**src/hw/cic_map.svh**
```systemverilog
// Purpose: Offsets, field positions, reset values and codes of the
//          charger input-limit and control-zero register pair.
// Assumes: Included by bare name from every design file that needs it.
// Notes:   Operating-point tables are expressed in mA and mV.
// Operation
// - Input-limit register: offset 0x00, reset 0x17
// - Control-zero register: offset 0x01, reset 0x1A
// - Bit 7 high-impedance; cleared by reset, watchdog
// - Bit 6 forces thermistor good, fault 000
// - Bit 5 low uses remote sense unless faulted
// - Limit code: 100 mA plus 100 mA/LSB
// - Detection done loads 500 mA or 2.4 A
// - Control bit 7 disables light-load pulse skip
// - Kick bit restarts watchdog, then self-clears
// - Boost enable; auto switch with charge enable
// - Charge needs pin low, bit, nonzero current
// - Bits 3:1 pick system floor voltage
// - Bit 0 picks boost battery thresholds
// - Host reaches slave address 0x6A over I2C
// - Any host write enters host-controlled mode
`ifndef CIC_MAP_SVH
`define CIC_MAP_SVH

`define CIC_SLAVE_ADDR   7'h6A
`define CIC_OFS_INLIM    8'h00
`define CIC_OFS_CTRL0    8'h01
`define CIC_RST_INLIM    8'h17
`define CIC_RST_CTRL0    8'h1A
`define CIC_WDCLR_INLIM  8'h80
`define CIC_WDCLR_CTRL0  8'h70
`define CIC_READ_FILL    8'hFF

`define CIC_B_HIZ        7
`define CIC_B_TSIGN      6
`define CIC_B_SNSDIS     5
`define CIC_B_PSKIP      7
`define CIC_B_KICK       6
`define CIC_B_BOOST      5
`define CIC_B_CHG        4
`define CIC_B_VBSEL      0

`define CIC_ILIM_PSEL_HI 5'h04
`define CIC_ILIM_PSEL_LO 5'h17
`define CIC_ILIM_STEP_MA 12'h064
`define CIC_NTC_OK       3'h0

`define CIC_FLOOR_0_MV   12'hA28
`define CIC_FLOOR_1_MV   12'hAF0
`define CIC_FLOOR_2_MV   12'hBB8
`define CIC_FLOOR_3_MV   12'hC80
`define CIC_FLOOR_4_MV   12'hD48
`define CIC_FLOOR_5_MV   12'hDAC
`define CIC_FLOOR_6_MV   12'hE10
`define CIC_FLOOR_7_MV   12'hE74
`define CIC_BST_EXIT0_MV 12'hAF0
`define CIC_BST_RISE0_MV 12'hBB8
`define CIC_BST_EXIT1_MV 12'h9C4
`define CIC_BST_RISE1_MV 12'hAF0

`endif

```
**src/hw/cic_pkg.sv**
```systemverilog
// Purpose: Types shared by the charger register block.
// Assumes: Constants live in cic_map.svh.
// Notes:   Slave states follow a Gray path along a write transfer.
package cic_pkg;

	// Serial slave states
	typedef enum logic [2:0] {
		ST_IDLE  = 3'h0,
		ST_ADDR  = 3'h1,
		ST_REGA  = 3'h3,
		ST_WDATA = 3'h2,
		ST_RDATA = 3'h6
	} cic_state_t;

endpackage : cic_pkg

```
**src/hw/cic_ctl_if.sv**
```systemverilog
// Purpose: Carries register fields and core status to the decoder.
// Assumes: Producer is the register top, consumer the decoder.
// Notes:   Pure wiring, no logic.
interface cic_ctl_if;
	logic [7:0]  inLimReg;        // Input-limit register value
	logic [7:0]  ctrlReg;         // Control-zero register value
	logic        senseFault;      // Remote sense failed
	logic [2:0]  ntcRaw;          // Raw thermistor fault code
	logic        ntcGoodRaw;      // Raw thermistor condition good
	logic        ceLow;           // Charge-enable pin asserted
	logic        adapterOn;       // Adapter attached
	logic        currNonzero;     // Programmed charge current nonzero
	logic        useRemote;       // Regulate through remote sense
	logic        ntcGood;         // Thermistor taken as good
	logic [2:0]  ntcCode;         // Reported thermistor fault code
	logic [11:0] limitMa;         // Input current limit in mA
	logic [11:0] floorMv;         // System floor in mV
	logic [11:0] bstExitMv;       // Boost exit threshold in mV
	logic [11:0] bstRiseMv;       // Boost start threshold in mV
	logic        chargeOn;        // Charging allowed
	logic        boostOn;         // Boost allowed

	modport prod (
		output inLimReg, ctrlReg, senseFault, ntcRaw, ntcGoodRaw,
		       ceLow, adapterOn, currNonzero,
		input  useRemote, ntcGood, ntcCode, limitMa, floorMv,
		       bstExitMv, bstRiseMv, chargeOn, boostOn
	);
	modport dec (
		input  inLimReg, ctrlReg, senseFault, ntcRaw, ntcGoodRaw,
		       ceLow, adapterOn, currNonzero,
		output useRemote, ntcGood, ntcCode, limitMa, floorMv,
		       bstExitMv, bstRiseMv, chargeOn, boostOn
	);
endinterface : cic_ctl_if

```
**src/hw/cic_regs.sv**
```systemverilog
// Purpose: I2C-reached input-limit and control-zero registers of a
//          single-cell charger, with their operating decisions.
// Assumes: SCL is never stretched; master keeps SCL well below clk_sys.
// Notes:   Only offsets 0x00 and 0x01 live here; others refuse writes and read as 0xFF.
`include "cic_map.svh"
module cic_regs
	import cic_pkg::*;
(
	// Clock and reset
	input  wire logic        clk_sys,
	input  wire logic        nrst,
	// I2C pins, open drain
	input  wire logic        sclIn,
	input  wire logic        sdaIn,
	output logic             sdaOut,
	output logic             sdaOe,
	// Events from charger core, clk_sys domain
	input  wire logic        regResetCmd,
	input  wire logic        watchdogExpired,
	input  wire logic        detectDone,
	// Device pins, asynchronous
	input  wire logic        sourceSelPin,
	input  wire logic        chargeEnPin_n,
	input  wire logic        adapterPresentPin,
	// Core status, clk_sys domain
	input  wire logic        remoteSenseFaultStatus,
	input  wire logic [2:0]  thermistorFaultIn,
	input  wire logic        thermistorGoodIn,
	input  wire logic        chargeCurrentNonzero,
	// Register fields
	output logic             inputDisconnectMode,
	output logic             lightLoadPulseSkipDisable,
	output logic [4:0]       inputCurrentLimitCode,
	output logic [2:0]       systemFloorVoltageSel,
	// Decisions and values
	output logic [2:0]       thermistorFaultCode,
	output logic             useRemoteSense,
	output logic [11:0]      inputLimitMa,
	output logic [11:0]      systemFloorMv,
	output logic [11:0]      boostExitMv,
	output logic [11:0]      boostStartMv,
	output logic             chargeActive,
	output logic             boostActive,
	output logic             watchdogKick,
	output logic             hostMode
);

	// Synchronised pins
	logic       sclS;          // SCL in clk_sys domain
	logic       sdaS;          // SDA in clk_sys domain
	logic       pselS;         // Source-select pin
	logic       ceNS;          // Charge-enable pin, active low
	logic       adapS;         // Adapter present
	logic       sclD_r;        // SCL one cycle late
	logic       sdaD_r;        // SDA one cycle late
	logic       sclRise;       // SCL rising edge
	logic       sclFall;       // SCL falling edge
	logic       startSeen;     // START or repeated START
	logic       stopSeen;      // STOP

	// Serial engine state
	cic_state_t state_r;       // Slave state
	cic_state_t state_nxt;
	logic [3:0] bitCnt_r;      // Bits clocked; 9 marks the ack slot
	logic [3:0] bitCnt_nxt;
	logic [7:0] shift_r;       // Receive shifter
	logic [7:0] shift_nxt;
	logic [7:0] tx_r;          // Transmit shifter
	logic [7:0] tx_nxt;
	logic [7:0] ptr_r;         // Register pointer
	logic [7:0] ptr_nxt;
	logic       nack_r;        // Master refused last read byte
	logic       nack_nxt;
	logic       sdaOe_r;       // SDA pulled low
	logic       sdaOe_nxt;
	logic       wrStb;         // Write shifter into pointed register
	logic [7:0] rdByte;        // Read value at pointer
	logic       ptrOk;         // Pointer names a register here

	// Register group state
	logic [7:0] inLim_r;       // Input-limit register
	logic [7:0] inLim_nxt;
	logic [7:0] ctrl_r;        // Control-zero register
	logic [7:0] ctrl_nxt;
	logic       host_r;        // Host-controlled mode
	logic       host_nxt;
	logic       kick_r;        // Watchdog restart pulse
	logic       kick_nxt;

	// Output registers for decoded values
	logic [2:0]  ntcCode_r;
	logic        useRem_r;
	logic [11:0] limMa_r;
	logic [11:0] floorMv_r;
	logic [11:0] bExit_r;
	logic [11:0] bRise_r;
	logic        chgOn_r;
	logic        bstOn_r;

	cic_ctl_if ctl ();

	// Pins pass two flops; idle bus lines reset high
	cic_sync #(
		.W    (5),
		.RSTV (5'h03)
	) u_sync (
		.clk_sys (clk_sys),
		.nrst    (nrst),
		.din     ({adapterPresentPin, chargeEnPin_n, sourceSelPin,
		           sclIn, sdaIn}),
		.dout    ({adapS, ceNS, pselS, sclS, sdaS})
	);

	// Decision logic, registered below
	cic_decode u_dec (
		.ctl (ctl.dec)
	);

	// Feed the decoder
	assign ctl.inLimReg    = inLim_r;
	assign ctl.ctrlReg     = ctrl_r;
	assign ctl.senseFault  = remoteSenseFaultStatus;
	assign ctl.ntcRaw      = thermistorFaultIn;
	assign ctl.ntcGoodRaw  = thermistorGoodIn;
	assign ctl.ceLow       = !ceNS;
	assign ctl.adapterOn   = adapS;
	assign ctl.currNonzero = chargeCurrentNonzero;

	// Bus conditions from synchronised lines
	assign sclRise   = sclS && !sclD_r;
	assign sclFall   = !sclS && sclD_r;
	assign startSeen = sclS && sclD_r && sdaD_r && !sdaS;
	assign stopSeen  = sclS && sclD_r && !sdaD_r && sdaS;

	// Only the two local offsets are mapped
	assign ptrOk  = (ptr_r <= `CIC_OFS_CTRL0);

	// Read mux; unmapped offsets read as all ones
	always_comb begin
		if (ptr_r == `CIC_OFS_INLIM) begin
			rdByte = inLim_r;
		end else if (ptr_r == `CIC_OFS_CTRL0) begin
			rdByte = ctrl_r;
		end else begin
			rdByte = `CIC_READ_FILL;
		end
	end

	// Serial slave next state
	always_comb begin
		state_nxt  = state_r;
		bitCnt_nxt = bitCnt_r;
		shift_nxt  = shift_r;
		tx_nxt     = tx_r;
		ptr_nxt    = ptr_r;
		nack_nxt   = nack_r;
		sdaOe_nxt  = sdaOe_r;
		wrStb      = 1'b0;
		if (startSeen) begin
			// Any START restarts address phase
			state_nxt  = ST_ADDR;
			bitCnt_nxt = 4'h0;
			sdaOe_nxt  = 1'b0;
		end else if (stopSeen) begin
			state_nxt = ST_IDLE;
			sdaOe_nxt = 1'b0;
		end else if (state_r != ST_IDLE) begin
			if (sclRise) begin
				if (bitCnt_r < 4'h8) begin
					// Sample MSB first
					shift_nxt  = {shift_r[6:0], sdaS};
					bitCnt_nxt = bitCnt_r + 4'h1;
				end else if (bitCnt_r == 4'h9) begin
					// Master ack on reads
					nack_nxt = sdaS;
				end
			end else if (sclFall) begin
				if (bitCnt_r == 4'h8) begin
					// Byte done: enter ack slot
					bitCnt_nxt = 4'h9;
					sdaOe_nxt  = 1'b0;
					case (state_r)
						ST_ADDR: begin
							if (shift_r[7:1] == `CIC_SLAVE_ADDR) begin
								sdaOe_nxt = 1'b1;
							end else begin
								state_nxt = ST_IDLE;
							end
						end
						ST_REGA: begin
							// Undefined offset is refused with NACK
							if (shift_r <= `CIC_OFS_CTRL0) begin
								sdaOe_nxt = 1'b1;
								ptr_nxt   = shift_r;
							end else begin
								state_nxt = ST_IDLE;
							end
						end
						ST_WDATA: begin
							if (ptrOk) begin
								sdaOe_nxt = 1'b1;
								wrStb     = 1'b1;
								ptr_nxt   = ptr_r + 8'h01;
							end else begin
								state_nxt = ST_IDLE;
							end
						end
						ST_RDATA: begin
							// Release for master ack, step pointer
							ptr_nxt = ptr_r + 8'h01;
						end
						default: begin
							state_nxt = ST_IDLE;
						end
					endcase
				end else if (bitCnt_r == 4'h9) begin
					// Ack slot over
					bitCnt_nxt = 4'h0;
					sdaOe_nxt  = 1'b0;
					case (state_r)
						ST_ADDR: begin
							if (shift_r[0]) begin
								state_nxt = ST_RDATA;
								tx_nxt    = rdByte;
								sdaOe_nxt = !rdByte[7];
							end else begin
								state_nxt = ST_REGA;
							end
						end
						ST_REGA: begin
							state_nxt = ST_WDATA;
						end
						ST_RDATA: begin
							if (nack_r) begin
								state_nxt = ST_IDLE;
							end else begin
								tx_nxt    = rdByte;
								sdaOe_nxt = !rdByte[7];
							end
						end
						default: begin
						end
					endcase
				end else if (state_r == ST_RDATA) begin
					// Present next bit while SCL is low
					tx_nxt    = {tx_r[6:0], 1'b0};
					sdaOe_nxt = !tx_r[6];
				end
			end
		end
	end

	// Serial slave registers
	always_ff @(posedge clk_sys or negedge nrst) begin
		if (!nrst) begin
			state_r  <= ST_IDLE;
			bitCnt_r <= 4'h0;
			shift_r  <= 8'h00;
			tx_r     <= 8'h00;
			ptr_r    <= 8'h00;
			nack_r   <= 1'b0;
			sdaOe_r  <= 1'b0;
			sclD_r   <= 1'b1;
			sdaD_r   <= 1'b1;
		end else begin
			state_r  <= state_nxt;
			bitCnt_r <= bitCnt_nxt;
			shift_r  <= shift_nxt;
			tx_r     <= tx_nxt;
			ptr_r    <= ptr_nxt;
			nack_r   <= nack_nxt;
			sdaOe_r  <= sdaOe_nxt;
			sclD_r   <= sclS;
			sdaD_r   <= sdaS;
		end
	end

	// Register group next state; later branches take priority
	always_comb begin
		inLim_nxt = inLim_r;
		ctrl_nxt  = ctrl_r;
		host_nxt  = host_r;
		kick_nxt  = 1'b0;
		// Kick bit restarts the timer, then drops by itself
		if (ctrl_r[`CIC_B_KICK]) begin
			ctrl_nxt[`CIC_B_KICK] = 1'b0;
			kick_nxt              = 1'b1;
		end
		// Source detection overwrites the limit code
		if (detectDone) begin
			inLim_nxt[4:0] = pselS ? `CIC_ILIM_PSEL_HI
			                       : `CIC_ILIM_PSEL_LO;
		end
		// Host write lands after, so host rewrites win
		if (wrStb) begin
			host_nxt = 1'b1;
			if (ptr_r == `CIC_OFS_INLIM) begin
				inLim_nxt = shift_r;
			end else begin
				ctrl_nxt = shift_r;
			end
		end
		// Expiry restores only watchdog-held fields
		if (watchdogExpired) begin
			inLim_nxt = (inLim_nxt & ~`CIC_WDCLR_INLIM)
			            | (`CIC_RST_INLIM & `CIC_WDCLR_INLIM);
			ctrl_nxt  = (ctrl_nxt & ~`CIC_WDCLR_CTRL0)
			            | (`CIC_RST_CTRL0 & `CIC_WDCLR_CTRL0);
			host_nxt  = 1'b0;
		end
		// Register reset restores every field
		if (regResetCmd) begin
			inLim_nxt = `CIC_RST_INLIM;
			ctrl_nxt  = `CIC_RST_CTRL0;
		end
	end

	// Register group and output registers
	always_ff @(posedge clk_sys or negedge nrst) begin
		if (!nrst) begin
			inLim_r   <= `CIC_RST_INLIM;
			ctrl_r    <= `CIC_RST_CTRL0;
			host_r    <= 1'b0;
			kick_r    <= 1'b0;
			ntcCode_r <= 3'h0;
			useRem_r  <= 1'b0;
			limMa_r   <= 12'h000;
			floorMv_r <= 12'h000;
			bExit_r   <= 12'h000;
			bRise_r   <= 12'h000;
			chgOn_r   <= 1'b0;
			bstOn_r   <= 1'b0;
		end else begin
			inLim_r   <= inLim_nxt;
			ctrl_r    <= ctrl_nxt;
			host_r    <= host_nxt;
			kick_r    <= kick_nxt;
			ntcCode_r <= ctl.ntcCode;
			useRem_r  <= ctl.useRemote;
			limMa_r   <= ctl.limitMa;
			floorMv_r <= ctl.floorMv;
			bExit_r   <= ctl.bstExitMv;
			bRise_r   <= ctl.bstRiseMv;
			chgOn_r   <= ctl.chargeOn;
			bstOn_r   <= ctl.boostOn;
		end
	end

	// Outputs straight from flops, except sdaOut tied low
	assign sdaOut                    = 1'b0;
	assign sdaOe                     = sdaOe_r;
	assign inputDisconnectMode       = inLim_r[`CIC_B_HIZ];
	assign lightLoadPulseSkipDisable = ctrl_r[`CIC_B_PSKIP];
	assign inputCurrentLimitCode     = inLim_r[4:0];
	assign systemFloorVoltageSel     = ctrl_r[3:1];
	assign thermistorFaultCode       = ntcCode_r;
	assign useRemoteSense            = useRem_r;
	assign inputLimitMa              = limMa_r;
	assign systemFloorMv             = floorMv_r;
	assign boostExitMv               = bExit_r;
	assign boostStartMv              = bRise_r;
	assign chargeActive              = chgOn_r;
	assign boostActive               = bstOn_r;
	assign watchdogKick              = kick_r;
	assign hostMode                  = host_r;

endmodule : cic_regs

```
**src/hw/cic_sync.sv**
```systemverilog
// Purpose: Two-flop synchroniser for asynchronous pins.
// Assumes: Each bit is an independent level.
// Notes:   Stage one feeds only stage two.
module cic_sync #(
	parameter int         W    = 1,
	parameter logic [W-1:0] RSTV = '0
) (
	// Clock and reset
	input  wire logic         clk_sys,
	input  wire logic         nrst,
	// Data
	input  wire logic [W-1:0] din,
	output logic      [W-1:0] dout
);

	// One two-stage chain per bit
	for (genvar i = 0; i < W; i++) begin : g_bit
		logic meta_r;    // First stage, metastable
		logic stab_r;    // Second stage, safe to use
		always_ff @(posedge clk_sys or negedge nrst) begin
			if (!nrst) begin
				meta_r <= RSTV[i];
				stab_r <= RSTV[i];
			end else begin
				meta_r <= din[i];
				stab_r <= meta_r;
			end
		end
		assign dout[i] = stab_r;
	end

endmodule : cic_sync

```
**src/hw/cic_decode.sv**
```systemverilog
// Purpose: Turns register fields into operating decisions and values.
// Assumes: Inputs are already in the clk_sys domain.
// Notes:   Purely combinational; the top registers every result except ntcGood.
`include "cic_map.svh"
module cic_decode
	import cic_pkg::*;
(
	// Field and status bundle
	cic_ctl_if.dec ctl
);

	logic ntcGood;    // Thermistor condition after override

	// Thermistor override forces good status and clean code
	always_comb begin
		ntcGood     = ctl.ntcGoodRaw | ctl.inLimReg[`CIC_B_TSIGN];
		ctl.ntcGood = ntcGood;
		ctl.ntcCode = ctl.inLimReg[`CIC_B_TSIGN] ? `CIC_NTC_OK
		                                         : ctl.ntcRaw;
		// Fallback to battery pin when remote sense has failed
		ctl.useRemote = !ctl.inLimReg[`CIC_B_SNSDIS]
		                && !ctl.senseFault;
		// Offset of one step, so code 0 is 100 mA
		ctl.limitMa = (12'(ctl.inLimReg[4:0]) + 12'h001)
		              * `CIC_ILIM_STEP_MA;
		// Charge needs pin, bit and nonzero current together
		ctl.chargeOn = ctl.ceLow && ctl.currNonzero && ntcGood
		               && ctl.ctrlReg[`CIC_B_CHG]
		               && ctl.adapterOn;
		// Boost only while the adapter is absent: with both enables
		// set, attach and removal swap charge and boost by themselves
		ctl.boostOn = ctl.ctrlReg[`CIC_B_BOOST] && !ctl.adapterOn
		              && ntcGood;
		// Boost battery thresholds
		if (ctl.ctrlReg[`CIC_B_VBSEL]) begin
			ctl.bstExitMv = `CIC_BST_EXIT1_MV;
			ctl.bstRiseMv = `CIC_BST_RISE1_MV;
		end else begin
			ctl.bstExitMv = `CIC_BST_EXIT0_MV;
			ctl.bstRiseMv = `CIC_BST_RISE0_MV;
		end
		// System floor table
		case (ctl.ctrlReg[3:1])
			3'h0:    ctl.floorMv = `CIC_FLOOR_0_MV;
			3'h1:    ctl.floorMv = `CIC_FLOOR_1_MV;
			3'h2:    ctl.floorMv = `CIC_FLOOR_2_MV;
			3'h3:    ctl.floorMv = `CIC_FLOOR_3_MV;
			3'h4:    ctl.floorMv = `CIC_FLOOR_4_MV;
			3'h5:    ctl.floorMv = `CIC_FLOOR_5_MV;
			3'h6:    ctl.floorMv = `CIC_FLOOR_6_MV;
			default: ctl.floorMv = `CIC_FLOOR_7_MV;
		endcase
	end

endmodule : cic_decode

```
**config.mk**
```make
export PLATFORM = sky130hd
export DESIGN_NAME = cic_regs
export DESIGN_NICKNAME = d
export VERILOG_FILES = /design/src/hw/cic_pkg.sv /design/src/hw/cic_ctl_if.sv /design/src/hw/cic_regs.sv /design/src/hw/cic_sync.sv /design/src/hw/cic_decode.sv
export VERILOG_INCLUDE_DIRS = /design/src /design/src/hw
export SDC_FILE = /design/constraint.sdc
export NUM_CORES = 1
export LEC_CHECK = 0
export ABC_AREA = 1
export BUFFER_PORTS_ARGS = -buffer_cell sky130_fd_sc_hd__buf_4
export CAP_MARGIN = 40
export CORE_UTILIZATION = 58
export DETAILED_ROUTE_END_ITERATION = 6
export GPL_TIMING_DRIVEN = 0
export HOLD_SLACK_MARGIN = 0.12
export PLACE_DENSITY = 0.81
export SYNTH_ARGS = -nofsm -noshare
export SYNTH_HDL_FRONTEND = slang
export SYNTH_HIERARCHICAL = 1
export SYNTH_SLANG_ARGS = --single-unit
```
**constraint.sdc**
```tcl
create_clock -name clk_sys -period 3.3 [get_ports clk_sys]
set_input_delay 0.33 -clock clk_sys [delete_from_list [all_inputs] [get_ports clk_sys]]
set_output_delay 0.33 -clock clk_sys [all_outputs]
set_load 0.01 [all_outputs]
```
Word level (Yosys, flattened, before mapping). Index checks and enable logic that the tools add are counted.

Flip-flop bits (word level): 114. Input port bits: 16. Logic and storage cells: 194.

Add/subtract/negate cells: 3. $mul: 1. $lt $le $gt $ge: 3. Equal/unequal tests: 27. Muxes and demuxes: 71. Bitwise gates (word level): 6. Reductions and logical operators: 50.

Operator list (number): 8-bit 2-to-1 mux (11); 11-bit one-hot mux with 7 select lines (1); 3-bit 2-to-1 mux (13); 7-bit 2-to-1 mux (5); 4-bit 2-to-1 mux (8); 8-bit one-hot mux with 3 select lines (1); 1-bit 2-to-1 mux (23); 3-bit nonzero test (7); 10-bit AND reduction (2); 8-bit by 1-bit <= comparator with 1-bit output (second input constant) (2); 5-bit inequality test (second input constant) (3); 1-bit logical AND (14); 7-bit one-hot mux with 2 select lines (1); 3-bit by 2-bit == test with 1-bit output (second input constant) (4); 3-bit == test (second input constant) (4); 12-bit by 5-bit multiplier with 10-bit output (second input constant) (1); 3-bit one-hot mux with 4 select lines (1); 1-bit zero test (10); 10-bit 2-to-1 mux (1); 5-bit 2-to-1 mux (2); 5-bit AND reduction (2); 9-bit 2-to-1 mux (1); 3-bit inequality test (second input constant) (3); 3-bit one-hot mux with 3 select lines (1); 25 further kinds (40).

Longest topological paths before layout.
Depth after elaboration: 13. Depth in mapped cells: 15.

By module. Netlist, hierarchy kept.

Modules (own cells, without submodules): cic_regs (instances 1, cells an instance 474, area an instance 4488.1 sq um, sequential area each 2663.8 sq um); cic_decode (instances 1, cells an instance 150, area an instance 934.6 sq um, sequential area each 0.0 sq um); cic_sync (instances 1, cells an instance 15, area an instance 292.8 sq um, sequential area each 255.2 sq um).

Worst setup path after synthesis. Ideal clock, no wire load.

Kind: reg-to-reg. From: register inLim_r[0] (netlist: ctl.inLimReg[0]). To: register limMa_r[11] (netlist: inputLimitMa[11]). Library setup time: 0.117 ns. Arrival time: 2.677 ns. Setup slack: 0.506 ns. Cell stages (with the launch flop): 14. Cell sequence: dfstp_2 -> ha_1 -> nand3_1 -> xor2_1 -> inv_1 -> ha_1 -> ha_1 -> ha_1 -> ha_1 -> inv_1 -> nor2_1 -> nand3_1 -> nand3_1 -> nand2_1.

Word-level cells in the longest chain between the ends: 2.

Ends and longest elaborated chain: start: declaration (line cic_regs.sv:81) `logic [7:0] inLim_r;`; start signal: assignment (line cic_regs.sv:321) `` inLim_r <= `CIC_RST_INLIM; ``; start signal: assignment (line cic_regs.sv:334) `inLim_r <= inLim_nxt;`; 5-bit by 1-bit adder with 6-bit output (line cic_decode.sv:24) `ctl.limitMa = (12'(ctl.inLimReg[4:0]) + 12'h001)`; 12-bit by 5-bit multiplier with 10-bit output (no source line); net ctl.limitMa[11] (line cic_ctl_if.sv:16) `logic [11:0] limitMa;`; end signal: assignment (line cic_regs.sv:340) `limMa_r <= ctl.limitMa;`; end: declaration (line cic_regs.sv:93) `logic [11:0] limMa_r;`.

The timed path passes the listed nets, and every way through them passes these cells. A chain may end at the register's enable or synchronous reset.

Final worst setup path.
From: register inLim_r[1] (netlist: ctl.inLimReg[1]). To: register limMa_r[10] (netlist: inputLimitMa[10]).

Same word-level chain as after synthesis.

==> flow_summary.json <==
{
  "synth.distinct_cells": 40,
  "place_area_um2": 6591,
  "rsz0062_at_grt": "no",
  "peakVddDrop_mv": 0.3967,
  "clk_pin_slew_ns": 0.06,
  "critPathMaxFanout": 6,
  "grt_pass1_vias": 4627,
  "power_frac_comb_pct": 22.8,
  "core_um2": 9371,
  "fin_crit_ns": 3.054,
  "drv_cap": 0,
  "synth_area_leader_cell": "dfrtp_1",
  "timing.final.crit_share_pct": 92.55,
  "maxSlewHeadroom_pct": 57.97,
  "max_clock_freq_mhz": 327.4,
  "grt_pass1_wl_um": 20940,
  "whs_ns": 0.1617,
  "fin_nets": 821,
  "critPathCaptureType": "register",
  "seqPwrFrac_pct": 37.1,
  "synth_area_um2": 5715,
  "final_cell_area_um2": 7323,
  "gp_congestion": 0.8832,
  "status": "finished, final reports clean",
  "die_area_um2": 10260,
  "setup_viol": 0,
  "drtAntennaViolNets": 0,
  "grt_max_degree": 69,
  "cts_root_buf": "clkbuf_8",
  "cts_tree": "yes",
  "antenna_found_initial": 0,
  "power.switching_uw": 1462,
  "start_util_pct": 60.99,
  "htree_levels": 4,
  "final_hold_viol_count": 0,
  "vias_per_cell": 5.156,
  "wire_per_inst_um": 13.74,
  "internal-power_uw": 3052,
  "hp-class": "in2reg",
  "drt_first_pass_iters": 6,
  "final_max_slew_viol_count": 0,
  "cts_resized": 0,
  "skew_ns": 0.01128,
  "clkPwrFrac_pct": 40.1,
  "dp_hpwl_um": 8243,
  "worst_pin_slew_ns": 0.6304,
  "drt_iter0_drc": 369,
  "synthTopCellsByArea": "dfrtp_1 45%, nand2_1 9.2%, ha_1 6.3%",
  "tns_ns": 0,
  "syn2layout_area_growth_pct": 28.13,
  "avgSynthCellArea_um2": 8.944,
  "ys_ff_latch": 116,
  "cts_sinks": 116,
  "cts_buffer_depth": 2,
  "swShare_pct": 32.39,
  "wl_um": 12600,
  "required_ns": 3.71,
  "start_kind": "register",
  "synth_top_area_share_pct": 45.10,
  "cts_buffers": 17,
  "drc": 0,
  "yosysWarnings": 6,
  "portBuffers": 82,
  "track_usage_pct": 26.92,
  "critPathKind": "reg2reg",
  "num_antenna_cells": 0,
  "pin_count": 84,
  "clkLatencyLatePin_ns": 0.52,
  "die_h_um": 101.3,
  "fin_util_pct": 78.14,
  "rows": 35,
  "synth_sequential_area_ratio_pct": 51.07,
  "vias": 4728,
  "grt_remaining_overflow": 0,
  "die_w_um": 101.3,
  "power_uw": 4514,
  "p_per_area_nw_per_um2": 616.4,
  "arrival_ns": 3.46,
  "netlist_instances": 639,
  "p_leak_uw": 0.003787,
  "drive_gt1_share_pct": 26.02
}
==> final timing paths <==
path | startpoint | to | slack, ns | cells after the start
max | ctl.inLimReg[1]$_DFF_PN1_ | inputLimitMa[10]$_DFF_PN0_ | 0.25 | 11
min | thermistorGoodIn | boostActive$_DFF_PN0_ | 0.16 | 5
max reg2reg | ctl.inLimReg[1]$_DFF_PN1_ | inputLimitMa[10]$_DFF_PN0_ | 0.25 | 11
min reg2reg | u_sync/g_bit[3].meta_r$_DFF_PN0_ | u_sync/g_bit[3].stab_r$_DFF_PN0_ | 0.35 | 0
max in group asynchronous | nrst | sclD_r$_DFF_PN1_ | 2.16 | 3
min in group asynchronous | nrst | inputLimitMa[9]$_DFF_PN0_ | 0.36 | 2
==> placed cells by master (no fill, tap or decap), drive strengths merged <==
cell type      n
bufinv         2
o21ai         53
dlygate4sd3   15
clkinvlp       2
nand3b         3
ha            29
o31ai          1
buf          132
nand3         55
fa             1
dfstp         13
o211ai         2
clkinv         4
or2            6
conb          22
xnor2          1
xor2           7
a21boi         1
dfrtp        103
nand4          9
nor3           6
o21bai         1
o21a           1
nor2          54
a21oi         15
a31oi          2
clkbuf        18
inv           87
nand2        143
==> metal layers <==
metal / wire [um] / vias up / global-route usage (%) / part of all wire [%]
li1: - / 2253 / - / -
met1: 5192 / 2266 / 32.19 / 41
met2: 6441 / 188 / 47.78 / 51
met3: 768 / 21 / 5.245 / 6.1
met4: 201 / 0 / 10.93 / 1.6
met5: 0 / - / 0 / 0
==> critical path: stages (launching register included) <==
cell and delay, ns:
dfstp_2 0.59, ha_1 0.26, nand3_1 0.11, xor2_1 0.20, inv_1 0.11, ha_1 0.28
ha_1 0.29, ha_1 0.29, ha_1 0.36, a21oi_1 0.20, nand2_1 0.10, xor2_1 0.15
==> repair_timing <==
| item | 4_1_cts | 5_1_grt |
|---|---|---|
| endpoints found under the hold margin | 62 | 0 |
| hold buffers | 15 | 0 |
| setup buffers | 0 | 0 |
==> Yosys cell counts, drive strengths merged <==
cell and number:
nand2 143, dfrtp 103, inv 80, nand3 55
nor2 54, o21ai 53, buf 49, ha 29
a21oi 15, dfstp 13, nand4 9, xor2 7
nor3 6, or2 6, conb 3, nand3b 3
a31oi 2, o211ai 2, a21boi 1, clkbuf 1
fa 1, o21a 1, o21bai 1, o31ai 1
xnor2 1
==> registers in the layout (all words and copies together), names as in the netlist <==
signal,cells
u_sync/g_bit.stab_r,5
watchdogKick,1
systemFloorMv,12
boostExitMv,12
sdaOe,1
useRemoteSense,1
bitCnt_r,4
ctl.inLimReg,8
sdaD_r,1
boostStartMv,12
boostActive,1
state_r,3
ptr_r,8
hostMode,1
sclD_r,1
nack_r,1
u_sync/g_bit.meta_r,5
ctl.ctrlReg,8
chargeActive,1
tx_r,7
thermistorFaultCode,3
shift_r,8
inputLimitMa,12
==> power groups by stage <==
| stage | Combinational [uW] | Sequential (uW) | Clock, uW |
|---|---|---|---|
| after floorplan | 647 | 1710 | 0 |
| after global routing | 1160 | 1690 | 1890 |
| after global placement | 960 | 1690 | 0 |
| final | 1030 | 1680 | 1810 |
| after detailed placement | 990 | 1690 | 0 |
| after CTS | 1020 | 1670 | 1830 |
==> metrics by stage <==
step | setup WS, ns | std cells
after detailed placement | 0.2675 | 870
final | 0.2459 | 917
after global placement | 0.3228 | 869
after CTS | 0.2448 | 917
after floorplan | 0.5056 | 658
after global routing | 0.01561 | 917
==> kinds of logic after synthesis <==
group	Yosys count	synth area share (%)
flops	116	51.07
simple gates	276	21.89
xor+xnor	8	1.357
fa+ha+maj	30	6.699
other cells	3	0.1970
compound gates	76	7.093
buf+inv	130	11.69
==> final cells by class <==
cell class,instances,area (um2)
Sequential cell,116,2919
Multi-Input combinational cell,412,2200
Fill cell,651,2048
Timing Repair Buffer,98,793.3
Clock buffer,17,414.1
Buffer,50,367.9
Inverter,80,300.3
Clock inverter,15,167.7
Tap cell,129,161.4
No activity file was read; power rests on OpenSTA's default activity.
